--- src/gauge_pkg.sv ---
package gauge_pkg;

   // two-wire bus address; arbitrary value, no maker meaning
   localparam logic [6:0]  DEV_ADDR        = 7'h36;
   localparam logic [3:0]  BYTE_BITS       = 4'h8;

   // register offsets
   localparam logic [7:0]  REG_ALERT_FLAGS = 8'h00;
   localparam logic [7:0]  REG_CHARGE_PCT  = 8'h06;
   localparam logic [7:0]  REG_CELL_V      = 8'h09;
   localparam logic [7:0]  REG_CURRENT     = 8'h0A;
   localparam logic [7:0]  REG_AVG_CURRENT = 8'h0B;
   localparam logic [7:0]  REG_FULL_CAP    = 8'h10;
   localparam logic [7:0]  REG_TTE         = 8'h11;
   localparam logic [7:0]  REG_CYCLES      = 8'h17;
   localparam logic [7:0]  REG_AVG_CELL_V  = 8'h19;
   localparam logic [7:0]  REG_V_EXT       = 8'h1B;
   localparam logic [7:0]  REG_I_EXT       = 8'h1C;
   localparam logic [7:0]  REG_TTF         = 8'h20;

   // reset values
   localparam logic [15:0] FLAGS_RST       = 16'h8082;
   localparam logic [15:0] V_EXT_RST       = 16'h00FF;
   localparam logic [15:0] I_EXT_RST       = 16'h807F;
   localparam logic [15:0] ZERO_WORD       = 16'h0000;
   localparam logic [15:0] WORD_MAX        = 16'hFFFF;

   // flag bit positions
   localparam int          POR_BIT         = 1;
   localparam int          BST_BIT         = 3;
   localparam int          DSOC_BIT        = 7;
   localparam int          BI_BIT          = 11;
   localparam int          BR_BIT          = 15;
   localparam logic [15:0] FLAGS_UNDEF     = 16'h0031;
   localparam logic [15:0] FLAGS_BST_MASK  = 16'h0008;

   // limit pairs: current, voltage, temperature, charge
   localparam int          NUM_LIM         = 4;
   localparam int          LIM_CUR         = 0;
   localparam int          LIM_VOLT        = 1;
   localparam int          LIM_TEMP        = 2;
   localparam int          LIM_SOC         = 3;
   localparam logic [3:0]  LIM_SIGNED      = 4'h5;
   localparam int          LOW_BIT  [NUM_LIM] = '{2, 8, 9, 10};
   localparam int          HIGH_BIT [NUM_LIM] = '{6, 12, 13, 14};

   // measurement scaling
   localparam int          AVG_SHIFT       = 4;
   localparam logic [18:0] MULTI_NUM       = 19'h00005;
   localparam logic signed [17:0] CUR_POS_LIM = 18'sh07FFF;
   localparam logic signed [17:0] CUR_NEG_LIM = -18'sh08000;
   localparam logic [15:0] CUR_MAX         = 16'h7FFF;
   localparam logic [15:0] CUR_MIN         = 16'h8000;

   typedef enum logic [2:0] {ST_IDLE, ST_ADDR, ST_PTR, ST_WLO, ST_WHI, ST_READ} link_state_t;

endpackage : gauge_pkg

--- src/serial_reg_port.sv ---
`timescale 1ns/1ps
module serial_reg_port (
   input  wire logic        clk,
   input  wire logic        rst,
   input  wire logic        scl_raw,
   input  wire logic        sda_raw,
   output logic             sda_oe,
   output logic [7:0]       reg_addr,
   input  wire logic [15:0] reg_rdata,
   output logic             reg_wr,
   output logic [7:0]       reg_waddr,
   output logic [15:0]      reg_wdata
);
   import gauge_pkg::*;

   logic              scl_meta_ff, scl_ff, scl_d_ff;
   logic              sda_meta_ff, sda_ff, sda_d_ff;
   link_state_t       st_ff;
   logic [3:0]        bits_ff;
   logic [7:0]        sh_ff;
   logic              ack_ff, mack_ff, oe_ff, hi_ff, wr_ff;
   logic [7:0]        ptr_ff, wlo_ff, waddr_ff;
   logic [15:0]       word_ff, wdata_ff;

   // two-flop sync on both lines
   always_ff @(posedge clk or posedge rst) begin
      if (rst) begin
         scl_meta_ff <= 1'b1;
         scl_ff      <= 1'b1;
         scl_d_ff    <= 1'b1;
         sda_meta_ff <= 1'b1;
         sda_ff      <= 1'b1;
         sda_d_ff    <= 1'b1;
      end else begin
         scl_meta_ff <= scl_raw;
         scl_ff      <= scl_meta_ff;
         scl_d_ff    <= scl_ff;
         sda_meta_ff <= sda_raw;
         sda_ff      <= sda_meta_ff;
         sda_d_ff    <= sda_ff;
      end
   end

   wire       scl_rise  = scl_ff & ~scl_d_ff;
   wire       scl_fall  = ~scl_ff & scl_d_ff;
   wire       bus_start = scl_ff & scl_d_ff & sda_d_ff & ~sda_ff;
   wire       bus_stop  = scl_ff & scl_d_ff & ~sda_d_ff & sda_ff;
   wire       byte_done = (bits_ff == BYTE_BITS);
   wire       addr_hit  = (sh_ff[7:1] == DEV_ADDR);
   // low byte goes first, so the word is latched then
   wire [7:0] rd_byte   = hi_ff ? word_ff[15:8] : reg_rdata[7:0];

   always_ff @(posedge clk or posedge rst) begin
      if (rst) begin
         st_ff    <= ST_IDLE;
         bits_ff  <= 4'h0;
         sh_ff    <= 8'h00;
         ack_ff   <= 1'b0;
         mack_ff  <= 1'b0;
         oe_ff    <= 1'b0;
         hi_ff    <= 1'b0;
         wr_ff    <= 1'b0;
         ptr_ff   <= 8'h00;
         wlo_ff   <= 8'h00;
         waddr_ff <= 8'h00;
         word_ff  <= 16'h0000;
         wdata_ff <= 16'h0000;
      end else begin
         wr_ff <= 1'b0;
         if (bus_start) begin
            st_ff   <= ST_ADDR;
            bits_ff <= 4'h0;
            ack_ff  <= 1'b0;
            mack_ff <= 1'b0;
            oe_ff   <= 1'b0;
         end else if (bus_stop) begin
            st_ff   <= ST_IDLE;
            ack_ff  <= 1'b0;
            mack_ff <= 1'b0;
            oe_ff   <= 1'b0;
         end else if (st_ff != ST_IDLE) begin
            if (scl_rise) begin
               if (mack_ff) begin
                  // a not-acknowledge ends the read
                  if (sda_ff) begin
                     st_ff   <= ST_IDLE;
                     mack_ff <= 1'b0;
                  end
               end else if (!ack_ff) begin
                  bits_ff <= bits_ff + 4'h1;
                  if (st_ff != ST_READ) begin
                     sh_ff <= {sh_ff[6:0], sda_ff};
                  end
               end
            end else if (scl_fall) begin
               if (ack_ff || mack_ff) begin
                  ack_ff  <= 1'b0;
                  mack_ff <= 1'b0;
                  bits_ff <= 4'h0;
                  oe_ff   <= 1'b0;
                  if (st_ff == ST_READ) begin
                     oe_ff <= ~rd_byte[7];
                     sh_ff <= {rd_byte[6:0], 1'b0};
                     hi_ff <= ~hi_ff;
                     if (!hi_ff) begin
                        word_ff <= reg_rdata;
                     end else begin
                        ptr_ff <= ptr_ff + 8'h01;
                     end
                  end
               end else if (byte_done) begin
                  if (st_ff == ST_READ) begin
                     oe_ff   <= 1'b0;
                     mack_ff <= 1'b1;
                  end else begin
                     ack_ff <= 1'b1;
                     oe_ff  <= 1'b1;
                     unique case (st_ff)
                        ST_ADDR: begin
                           hi_ff <= 1'b0;
                           if (addr_hit) begin
                              st_ff <= sh_ff[0] ? ST_READ : ST_PTR;
                           end else begin
                              st_ff  <= ST_IDLE;
                              ack_ff <= 1'b0;
                              oe_ff  <= 1'b0;
                           end
                        end
                        ST_PTR: begin
                           ptr_ff <= sh_ff;
                           st_ff  <= ST_WLO;
                        end
                        ST_WLO: begin
                           wlo_ff <= sh_ff;
                           st_ff  <= ST_WHI;
                        end
                        ST_WHI: begin
                           wr_ff    <= 1'b1;
                           waddr_ff <= ptr_ff;
                           wdata_ff <= {sh_ff, wlo_ff};
                           ptr_ff   <= ptr_ff + 8'h01;
                           st_ff    <= ST_WLO;
                        end
                        ST_IDLE, ST_READ: begin
                           oe_ff <= 1'b0;
                        end
                     endcase
                  end
               end else if (st_ff == ST_READ) begin
                  oe_ff <= ~sh_ff[7];
                  sh_ff <= {sh_ff[6:0], 1'b0};
               end
            end
         end
      end
   end

   assign sda_oe    = oe_ff;
   assign reg_addr  = ptr_ff;
   assign reg_wr    = wr_ff;
   assign reg_waddr = waddr_ff;
   assign reg_wdata = wdata_ff;

endmodule : serial_reg_port

--- src/gauge_status_and_measurement_regs.sv ---
`timescale 1ns/1ps
// Summary of operation
// RQ1 - power-on flag set at any reset, host clears
// RQ2 - current below/above limits sets bits 2/6
// RQ3 - voltage below/above limits sets bits 8/12
// RQ4 - temperature below/above limits sets bits 9/13
// RQ5 - charge below/above limits sets bits 10/14
// RQ6 - bit 3 shows battery absent
// RQ7 - whole-percent charge change sets bit 7
// RQ8 - insertion sets bit 11, host clears
// RQ9 - removal sets bit 15, also at power-up
// RQ10 - bits 0, 4, 5 undefined; read zero
// RQ11 - cell voltage: 2.5x sense or pack supply
// RQ12 - voltage extremes peak/lowest bytes, reset 00FF
// RQ13 - host write 00FF restarts voltage tracking
// RQ14 - current is saturated two's complement
// RQ15 - current extremes reset 807F, host restarts
// RQ16 - cycle count in 1% steps, saturating
// RQ17 - time to empty valid while current negative
// RQ18 - time to full valid while current positive
// RQ19 - full capacity reloaded at charge end
// RQ20 - averages follow successive readings
// RQ21 - each limit pair sticky or self-clearing
// RQ22 - current extremes are signed bytes
// RQ23 - each update replaces exceeded extreme byte
// RQ24 - host write stores flags; hardware set wins
module gauge_status_and_measurement_regs (
   input  wire logic               MCLK,
   input  wire logic               RESET,
   input  wire logic               SCL,
   input  wire logic               SDA_IN,
   output logic                    SDA_OUT,
   output logic                    SDA_OE,
   input  wire logic               MEAS_UPDATE,
   input  wire logic [15:0]        CELL_SENSE,
   input  wire logic [15:0]        PACK_SUPPLY,
   input  wire logic               MULTI_CELL,
   input  wire logic signed [17:0] SENSE_VOLTAGE,
   input  wire logic signed [7:0]  TEMPERATURE,
   input  wire logic [15:0]        CHARGE_PERCENT,
   input  wire logic [15:0]        CURRENT_LIMIT_PAIR,
   input  wire logic [15:0]        VOLTAGE_LIMIT_PAIR,
   input  wire logic [15:0]        TEMPERATURE_LIMIT_PAIR,
   input  wire logic [15:0]        CHARGE_LIMIT_PAIR,
   input  wire logic [3:0]         LIMIT_AUTO_CLEAR,
   input  wire logic               BATTERY_PRESENT,
   input  wire logic               INSERT_EVENT,
   input  wire logic               REMOVE_EVENT,
   input  wire logic               SOFT_POR,
   input  wire logic               CHARGE_END,
   input  wire logic [15:0]        FULL_CAP_ESTIMATE,
   input  wire logic [15:0]        TTE_ESTIMATE,
   input  wire logic [15:0]        TTF_ESTIMATE,
   input  wire logic               CYCLE_STEP,
   output logic [15:0]             FLAGS
);
   import gauge_pkg::*;

   logic [7:0]  rd_addr;
   logic [15:0] rd_data;
   logic        wr_stb;
   logic [7:0]  wr_addr;
   logic [15:0] wr_data;

   logic [15:0] alert_flags_ff, nxt_alert_flags;
   logic [15:0] charge_pct_ff;
   logic [15:0] cell_voltage_ff, nxt_cell_voltage;
   logic [15:0] avg_cell_v_ff, nxt_avg_cell_v;
   logic [15:0] current_ff, nxt_current;
   logic [15:0] avg_current_ff, nxt_avg_current;
   logic [15:0] v_ext_ff, nxt_v_ext;
   logic [15:0] i_ext_ff, nxt_i_ext;
   logic [15:0] full_cap_ff;
   logic [15:0] tte_ff;
   logic [15:0] ttf_ff;
   logic [15:0] cycles_ff;
   logic        bst_ff;

   serial_reg_port u_port (
      .clk       (MCLK),
      .rst       (RESET),
      .scl_raw   (SCL),
      .sda_raw   (SDA_IN),
      .sda_oe    (SDA_OE),
      .reg_addr  (rd_addr),
      .reg_rdata (rd_data),
      .reg_wr    (wr_stb),
      .reg_waddr (wr_addr),
      .reg_wdata (wr_data)
   );

   // open drain: the pin is only ever pulled low
   assign SDA_OUT = 1'b0;

   // ---- measurement scaling
   // 2.5x as times five, halved
   wire [18:0] multi_scaled = ({3'b000, CELL_SENSE} * MULTI_NUM) >> 1;
   wire [15:0] multi_sat    = (multi_scaled[18:16] != 3'b000) ? WORD_MAX : multi_scaled[15:0];
   assign nxt_cell_voltage  = MULTI_CELL ? multi_sat : PACK_SUPPLY; // RQ11

   // clamp at the register ends
   wire cur_over  = (SENSE_VOLTAGE > CUR_POS_LIM);
   wire cur_under = (SENSE_VOLTAGE < CUR_NEG_LIM);
   assign nxt_current = cur_over  ? CUR_MAX :
                        cur_under ? CUR_MIN : SENSE_VOLTAGE[15:0]; // RQ14

   // averages: arithmetic shift keeps the sign
   wire signed [16:0] v_diff = $signed({1'b0, nxt_cell_voltage}) - $signed({1'b0, avg_cell_v_ff});
   wire signed [16:0] i_diff = $signed({nxt_current[15], nxt_current})
                             - $signed({avg_current_ff[15], avg_current_ff});
   wire signed [16:0] v_step = v_diff >>> AVG_SHIFT;
   wire signed [16:0] i_step = i_diff >>> AVG_SHIFT;
   assign nxt_avg_cell_v  = avg_cell_v_ff + v_step[15:0]; // RQ20
   assign nxt_avg_current = avg_current_ff + i_step[15:0]; // RQ20

   // byte views
   // upper bytes: voltage in 20 mV steps
   wire [7:0] v_byte   = nxt_cell_voltage[15:8];
   wire [7:0] i_byte   = nxt_current[15:8];
   wire [7:0] soc_byte = CHARGE_PERCENT[15:8];

   logic [7:0]  lim_val   [NUM_LIM];
   logic [15:0] lim_pair  [NUM_LIM];
   logic [3:0]  below_lim;
   logic [3:0]  above_lim;

   assign lim_val[LIM_CUR]   = i_byte;
   assign lim_val[LIM_VOLT]  = v_byte;
   assign lim_val[LIM_TEMP]  = TEMPERATURE;
   assign lim_val[LIM_SOC]   = soc_byte;
   assign lim_pair[LIM_CUR]  = CURRENT_LIMIT_PAIR;
   assign lim_pair[LIM_VOLT] = VOLTAGE_LIMIT_PAIR;
   assign lim_pair[LIM_TEMP] = TEMPERATURE_LIMIT_PAIR;
   assign lim_pair[LIM_SOC]  = CHARGE_LIMIT_PAIR;

   // pair: max in upper byte, min in lower
   genvar g;
   generate
      for (g = 0; g < NUM_LIM; g++) begin : g_lim
         wire [8:0] val_k = {LIM_SIGNED[g] & lim_val[g][7], lim_val[g]};
         wire [8:0] min_k = {LIM_SIGNED[g] & lim_pair[g][7], lim_pair[g][7:0]};
         wire [8:0] max_k = {LIM_SIGNED[g] & lim_pair[g][15], lim_pair[g][15:8]};
         assign below_lim[g] = $signed(val_k) < $signed(min_k); // RQ2 RQ3 RQ4 RQ5
         assign above_lim[g] = $signed(val_k) > $signed(max_k); // RQ2 RQ3 RQ4 RQ5
      end
   endgenerate

   // ---- status flags
   wire soc_step = MEAS_UPDATE && (soc_byte != charge_pct_ff[15:8]);

   always_comb begin
      nxt_alert_flags = alert_flags_ff;
      if (wr_stb && (wr_addr == REG_ALERT_FLAGS)) begin
         // host writes store, so writing zero clears a flag
         nxt_alert_flags = (wr_data & ~(FLAGS_UNDEF | FLAGS_BST_MASK))
                         | (alert_flags_ff & FLAGS_BST_MASK); // RQ24
      end
      if (MEAS_UPDATE) begin
         for (int k = 0; k < NUM_LIM; k++) begin
            if (LIMIT_AUTO_CLEAR[k]) begin
               nxt_alert_flags[LOW_BIT[k]]  = below_lim[k]; // RQ21
               nxt_alert_flags[HIGH_BIT[k]] = above_lim[k]; // RQ21
            end else begin
               nxt_alert_flags[LOW_BIT[k]]  = nxt_alert_flags[LOW_BIT[k]] | below_lim[k];
               nxt_alert_flags[HIGH_BIT[k]] = nxt_alert_flags[HIGH_BIT[k]] | above_lim[k];
            end
         end
      end
      // hardware sets come last so they beat a clearing write
      if (soc_step) begin
         nxt_alert_flags[DSOC_BIT] = 1'b1; // RQ7 RQ24
      end
      if (INSERT_EVENT) begin
         nxt_alert_flags[BI_BIT] = 1'b1; // RQ8 RQ24
      end
      if (REMOVE_EVENT) begin
         nxt_alert_flags[BR_BIT] = 1'b1; // RQ9 RQ24
      end
      if (SOFT_POR) begin
         nxt_alert_flags[POR_BIT] = 1'b1; // RQ1 RQ24
      end
      nxt_alert_flags[BST_BIT] = bst_ff; // RQ6
      nxt_alert_flags = nxt_alert_flags & ~FLAGS_UNDEF; // RQ10
   end

   // reset sets power-on, charge-change, removal
   always_ff @(posedge MCLK or posedge RESET) begin
      if (RESET) begin
         alert_flags_ff <= FLAGS_RST; // RQ1 RQ7 RQ9
         bst_ff         <= 1'b0; // RQ6
      end else begin
         alert_flags_ff <= nxt_alert_flags;
         bst_ff         <= ~BATTERY_PRESENT; // RQ6
      end
   end

   // extremes: a write restarts tracking
   wire        v_ext_wr = wr_stb && (wr_addr == REG_V_EXT);
   wire        i_ext_wr = wr_stb && (wr_addr == REG_I_EXT);
   wire [15:0] v_base   = v_ext_wr ? wr_data : v_ext_ff; // RQ13
   wire [15:0] i_base   = i_ext_wr ? wr_data : i_ext_ff; // RQ15

   wire v_new_peak = (v_byte > v_base[15:8]);
   wire v_new_low  = (v_byte < v_base[7:0]);
   wire i_new_peak = ($signed(i_byte) > $signed(i_base[15:8])); // RQ22
   wire i_new_low  = ($signed(i_byte) < $signed(i_base[7:0])); // RQ22

   assign nxt_v_ext = MEAS_UPDATE ? {v_new_peak ? v_byte : v_base[15:8],
                                     v_new_low  ? v_byte : v_base[7:0]} : v_base; // RQ23
   assign nxt_i_ext = MEAS_UPDATE ? {i_new_peak ? i_byte : i_base[15:8],
                                     i_new_low  ? i_byte : i_base[7:0]} : i_base; // RQ23

   always_ff @(posedge MCLK or posedge RESET) begin
      if (RESET) begin
         v_ext_ff <= V_EXT_RST; // RQ12
         i_ext_ff <= I_EXT_RST; // RQ15
      end else begin
         v_ext_ff <= nxt_v_ext;
         i_ext_ff <= nxt_i_ext;
      end
   end

   // ---- measurement and report registers
   always_ff @(posedge MCLK or posedge RESET) begin
      if (RESET) begin
         charge_pct_ff   <= ZERO_WORD;
         cell_voltage_ff <= ZERO_WORD;
         avg_cell_v_ff   <= ZERO_WORD;
         current_ff      <= ZERO_WORD;
         avg_current_ff  <= ZERO_WORD;
         tte_ff          <= ZERO_WORD;
         ttf_ff          <= ZERO_WORD;
      end else if (MEAS_UPDATE) begin
         charge_pct_ff   <= CHARGE_PERCENT;
         cell_voltage_ff <= nxt_cell_voltage; // RQ11
         avg_cell_v_ff   <= nxt_avg_cell_v; // RQ20
         current_ff      <= nxt_current; // RQ14
         avg_current_ff  <= nxt_avg_current; // RQ20
         // stored every update; meaning depends on current sign
         tte_ff          <= TTE_ESTIMATE; // RQ17
         ttf_ff          <= TTF_ESTIMATE; // RQ18
      end
   end

   always_ff @(posedge MCLK or posedge RESET) begin
      if (RESET) begin
         full_cap_ff <= ZERO_WORD;
      end else if (CHARGE_END) begin
         full_cap_ff <= FULL_CAP_ESTIMATE; // RQ19
      end
   end

   // 1% per count; holds at the top
   always_ff @(posedge MCLK or posedge RESET) begin
      if (RESET) begin
         cycles_ff <= ZERO_WORD;
      end else if (CYCLE_STEP && (cycles_ff != WORD_MAX)) begin
         cycles_ff <= cycles_ff + 16'h0001; // RQ16
      end
   end

   // ---- read decode; unmapped offsets answer zero
   function automatic logic [15:0] read_word(input logic [7:0] addr);
      unique case (addr)
         REG_ALERT_FLAGS: read_word = alert_flags_ff & ~FLAGS_UNDEF; // RQ10
         REG_CHARGE_PCT:  read_word = charge_pct_ff;
         REG_CELL_V:      read_word = cell_voltage_ff;
         REG_CURRENT:     read_word = current_ff;
         REG_AVG_CURRENT: read_word = avg_current_ff;
         REG_FULL_CAP:    read_word = full_cap_ff;
         REG_TTE:         read_word = tte_ff;
         REG_CYCLES:      read_word = cycles_ff;
         REG_AVG_CELL_V:  read_word = avg_cell_v_ff;
         REG_V_EXT:       read_word = v_ext_ff;
         REG_I_EXT:       read_word = i_ext_ff;
         REG_TTF:         read_word = ttf_ff;
         default:         read_word = ZERO_WORD;
      endcase
   endfunction : read_word

   always_comb rd_data = read_word(rd_addr);
   assign FLAGS   = alert_flags_ff;

endmodule : gauge_status_and_measurement_regs

--- config.mk ---
export PLATFORM = sky130hd
export DESIGN_NAME = gauge_status_and_measurement_regs
export DESIGN_NICKNAME = d
export VERILOG_FILES = /design/src/gauge_pkg.sv /design/src/serial_reg_port.sv /design/src/gauge_status_and_measurement_regs.sv
export SDC_FILE = /design/constraint.sdc
export NUM_CORES = 1
export LEC_CHECK = 0
export BUFFER_PORTS_ARGS = -buffer_cell sky130_fd_sc_hd__buf_2
export CAP_MARGIN = 20
export CORE_UTILIZATION = 30
export CTS_CLUSTER_DIAMETER = 100
export DETAILED_ROUTE_END_ITERATION = 6
export GPL_TIMING_DRIVEN = 0
export PLACE_DENSITY = 0.56
export SLEW_MARGIN = 25
export SYNTH_ARGS = -nofsm -noshare
export SYNTH_HDL_FRONTEND = slang
export SYNTH_HIERARCHICAL = 1
export SYNTH_SLANG_ARGS = --single-unit
--- constraint.sdc ---
create_clock -name MCLK -period 5.2 [get_ports MCLK]
set_input_delay 0.26 -clock MCLK [delete_from_list [all_inputs] [get_ports MCLK]]
set_output_delay 0.26 -clock MCLK [all_outputs]
set_load 0.03 [all_outputs]
==> results.json <==
{
  "status": "finished, violations left",
  "failing_checks": "DRC, setup timing",
  "worst_hold_path.num_cells": 2,
  "ctsHtreeMaxLevel": 1,
  "synth-simple-area-share": 0.1165,
  "core_region_area_sq_um": 60250,
  "postLayoutCellArea_sq_um": 23180,
  "final_util": 0.3847,
  "layoutNonFillerInstCount": 3010,
  "p_int_mw": 6.968,
  "tritoncts_clock_tree": "built",
  "portBuffers": 211,
  "post-route-drc-count": 6,
  "share_seq_of_total_power": 0.256,
  "critPathKind": "in2reg",
  "synth_fa_ha_area_frac": 0.1308,
  "switching_share": 0.4133,
  "gr-usage-all-layers": 0.2135,
  "grt_max_degree": 44,
  "final_cell_mix": "239 x sky130_fd_sc_hd__dfrtp_1, 211 x sky130_fd_sc_hd__buf_2, 169 x sky130_fd_sc_hd__ha_1, 142 x sky130_fd_sc_hd__inv_1, 115 x sky130_fd_sc_hd__nand2_1",
  "power.density_cell_area_nw_per_um2": 512.5,
  "period_share": 1.171,
  "netSwitchingPower_mw": 4.909,
  "setup_violations": 9,
  "synth_area_leaders": "sky130_fd_sc_hd__dfrtp_1 33%, sky130_fd_sc_hd__ha_1 13%, sky130_fd_sc_hd__mux2_2 6.8%, sky130_fd_sc_hd__mux2i_1 4.6%, sky130_fd_sc_hd__dfstp_2 3.6%",
  "area.growth.synth_to_final_pct": 26.94,
  "avgSynthCellArea_sq_um": 9.928,
  "dp_cells": 2846,
  "row_count": 90,
  "finalHoldWorstSlack_ns": 0.01618,
  "setup.worst_path.start_class": "input pin",
  "synth_top_family_by_area": "compound AO/OA/AOI/OAI gates",
  "synthArstFlopShare": 1.000,
  "worst_ir_drop_vdd_mv": 0.3398,
  "critical_path_arrival_ns": 6.60,
  "timing_hold_violations_final": 0,
  "antenna_found_initial": 1,
  "grt_remaining_overflow": 0,
  "sort_of_element_at_the_end_of_the_critical_path": "register",
  "routedWlPerCell_um": 22.36,
  "synth.top_cell.area_share": 0.3276,
  "viasPerCell": 5.424,
  "fmaxAchievable_mhz": 164.2,
  "maxSlewHeadroom": 0.2379,
  "power.leakage_nw": 10.55,
  "netlist.top_cell.by_area": "sky130_fd_sc_hd__dfrtp_1",
  "netlist_area_sq_um": 18260,
  "drive_gt1_frac": 0.2612,
  "drt_pre_antenna_iters": 7,
  "setup_total_negative_slack_ns": -3.967,
  "worstHoldPathType": "in2reg",
  "clkPwrFrac": 0.199,
  "synth_enable_flop_cells": 0,
  "timing.critical_path.fanout_max": 5,
  "dp.final_hpwl_um": 52240,
  "timing.reg2reg.worst_path_depth": 11,
  "placed_cell_area_sq_um": 20690,
  "clock_sink_count": 264,
  "grt_setup_unrepaired": "true",
  "netlist-cell-type-count": 85,
  "num_antenna_cells": 0,
  "setup_slack_ns": -0.8885,
  "synth-main-ff-cell": "sky130_fd_sc_hd__dfrtp_1",
  "pre_cts_ws_ns": -1.826,
  "die-area_sq_um": 61850,
  "cp_data_required_time_ns": 5.71,
  "fin_skew_ns": 0.01453,
  "tightestPinTransition_ns": 1.134,
  "starting_drc_count_in_detailed_routing": 1577,
  "report.final.slew_viol_count": 0,
  "crit_path_top_delay_cell": "sky130_fd_sc_hd__or4b_4",
  "detailroute.via_count": 16330,
  "die_h_um": 248.7,
  "critical_path.max_stage_delay_ns": 0.47,
  "final_period_minus_worst_setup_slack_ns": 6.089,
  "globalplace.congestion": 0.9390,
  "synth-seq-area-share": 0.3636,
  "final_common_cell": "sky130_fd_sc_hd__dfrtp_1",
  "fp.dieW_um": 248.7,
  "worstSkewPairLatency_ns": 0.59,
  "initial_utilization": 0.3031,
  "synthesized_area_fraction_occupied_by_ao_oa_aoi_and_oai_cells": 0.1682,
  "muxShareOfSynthArea": 0.1361,
  "grt_pass1_wl_um": 100900,
  "nNetsFinal": 2594,
  "cts.path.max_buffers": 3,
  "cts-buffers-inserted": 31,
  "synthesis_warning_total": 6,
  "totalPowerFinal_mw": 11.88,
  "detail_route.wirelength_um": 67290,
  "ys_ff_latch": 264,
  "grt_pass1_vias": 16280,
  "synth-xor-area-share": 0.03742,
  "netlist_instances": 1839,
  "maxCapViolations": 0,
  "clockRootBuffer": "sky130_fd_sc_hd__clkbuf_16",
  "cts.clk_slew.worst_paths_ns": 0.07,
  "ios": 220,
  "share_comb_of_total_power": 0.545,
  "drt.antenna.violating_nets": 0
}
## final cells by class
| class | count | area [sq um] |
|---|---|---|
| Inverter | 149 | 576.8 |
| Sequential cell | 264 | 6638 |
| Buffer | 69 | 319.1 |
| Fill cell | 5904 | 37070 |
| Clock inverter | 16 | 201.4 |
| Tap cell | 782 | 978.4 |
| Timing Repair Buffer | 328 | 2261 |
| Multi-Input combinational cell | 1360 | 11290 |
| Clock buffer | 42 | 907.1 |
## critical path: cells and delay by family
family | cells | cell delay, ns
AO/OA/AOI/OAI | 17 | 3.35
adder cells (fa/ha/maj) | 5 | 1.24
multiplexers | 1 | 0.22
XOR/XNOR | 1 | 0.15
buffers and inverters | 3 | 0.32
AND/OR/NAND/NOR | 5 | 1.08
## per-layer routing
layer	wire length [um]	global-route usage	up-vias
met5	17	0	-
met4	2365	0.06850	2
met3	3953	0.02560	121
met2	31750	0.3600	570
met1	29200	0.2836	8147
li1	-	-	7485
## final timing paths
kind | startpoint | to | slack, ns
min in group asynchronous | RESET | u_port/ack_ff$_DFFE_PP0P_ | 0.27
worst max-delay path | CELL_SENSE[3] | avg_cell_v_ff[15]$_DFFE_PP0P_ | -0.89
worst max register to register | u_port/reg_waddr[5]$_DFFE_PP0P_ | i_ext_ff[8]$_DFF_PP0_ | 0.52
worst min-delay path | CHARGE_PERCENT[15] | charge_pct_ff[15]$_DFFE_PP0P_ | 0.02
worst min register to register | u_port/sda_meta_ff$_DFF_PP1_ | u_port/sda_ff$_DFF_PP1_ | 0.35
max in group asynchronous | RESET | full_cap_ff[6]$_DFFE_PP0P_ | 3.71
## registers in the layout (all words and copies together), names as in the netlist, 4 cells and up
signal	cells
avg_cell_v_ff	16
avg_current_ff	16
cell_voltage_ff	16
charge_pct_ff	16
current_ff	16
cycles_ff	16
full_cap_ff	16
i_ext_ff	16
tte_ff	16
ttf_ff	16
u_port/reg_wdata	16
v_ext_ff	16
FLAGS	13
u_port/reg_addr	8
u_port/reg_waddr	8
u_port/sh_ff	8
u_port/wlo_ff	8
u_port/word_ff	8
u_port/bits_ff	4
## kinds of logic (layout without fill, tap and decap cells)
family / count (synthesis) / in the layout
compound gates: 446 / 446
simple gates: 422 / 422
flops: 264 / 264
mux: 221 / 221
buf+inv: 218 / 604
fa+ha+maj: 189 / 189
xor+xnor: 78 / 78
other cells: 1 / 4
## Yosys cell counts, drive strengths merged (4+ instances only)
master,number
mux2,137
ha,186
inv,148
and2,6
a21oi,104
a21o,30
xnor2,52
or4,5
a21boi,6
nand3,51
nor3,23
a31oi,12
mux2i,84
o21bai,13
dfrtp,239
nand3b,7
o21a,19
a221oi,15
a22oi,32
buf,17
nand2b,20
and3,20
a211oi,12
nor4,7
and4,4
a222oi,32
dfstp,25
nor2b,25
nor4b,4
nand2,116
or3,10
clkbuf,52
o211ai,10
a211o,4
o22a,5
nor2,90
o21ai,89
nand4,19
o22ai,26
or2,4
a2111oi,7
xor2,26
## power by group through the flow
stage	clock, mW	sequential (mW)	combinational [mW]
2_1_floorplan	0	2.83	4.44
3_3_place_gp	0	3.06	5.45
3_5_place_dp	0	3.06	5.62
4_1_cts	2.40	3.03	6.12
5_1_grt	2.47	3.07	7.14
6_report	2.36	3.04	6.47
## what timing repair did
item | CTS | global route
pin swaps | 38 | 34
gates resized for setup | 51 | 27
endpoints found under the hold margin | 115 | 0
setup endpoints to repair | 11 | 12
buffers inserted | 26 | 11
hold buffers | 73 | 0
(Power assumes the default switching activity.)
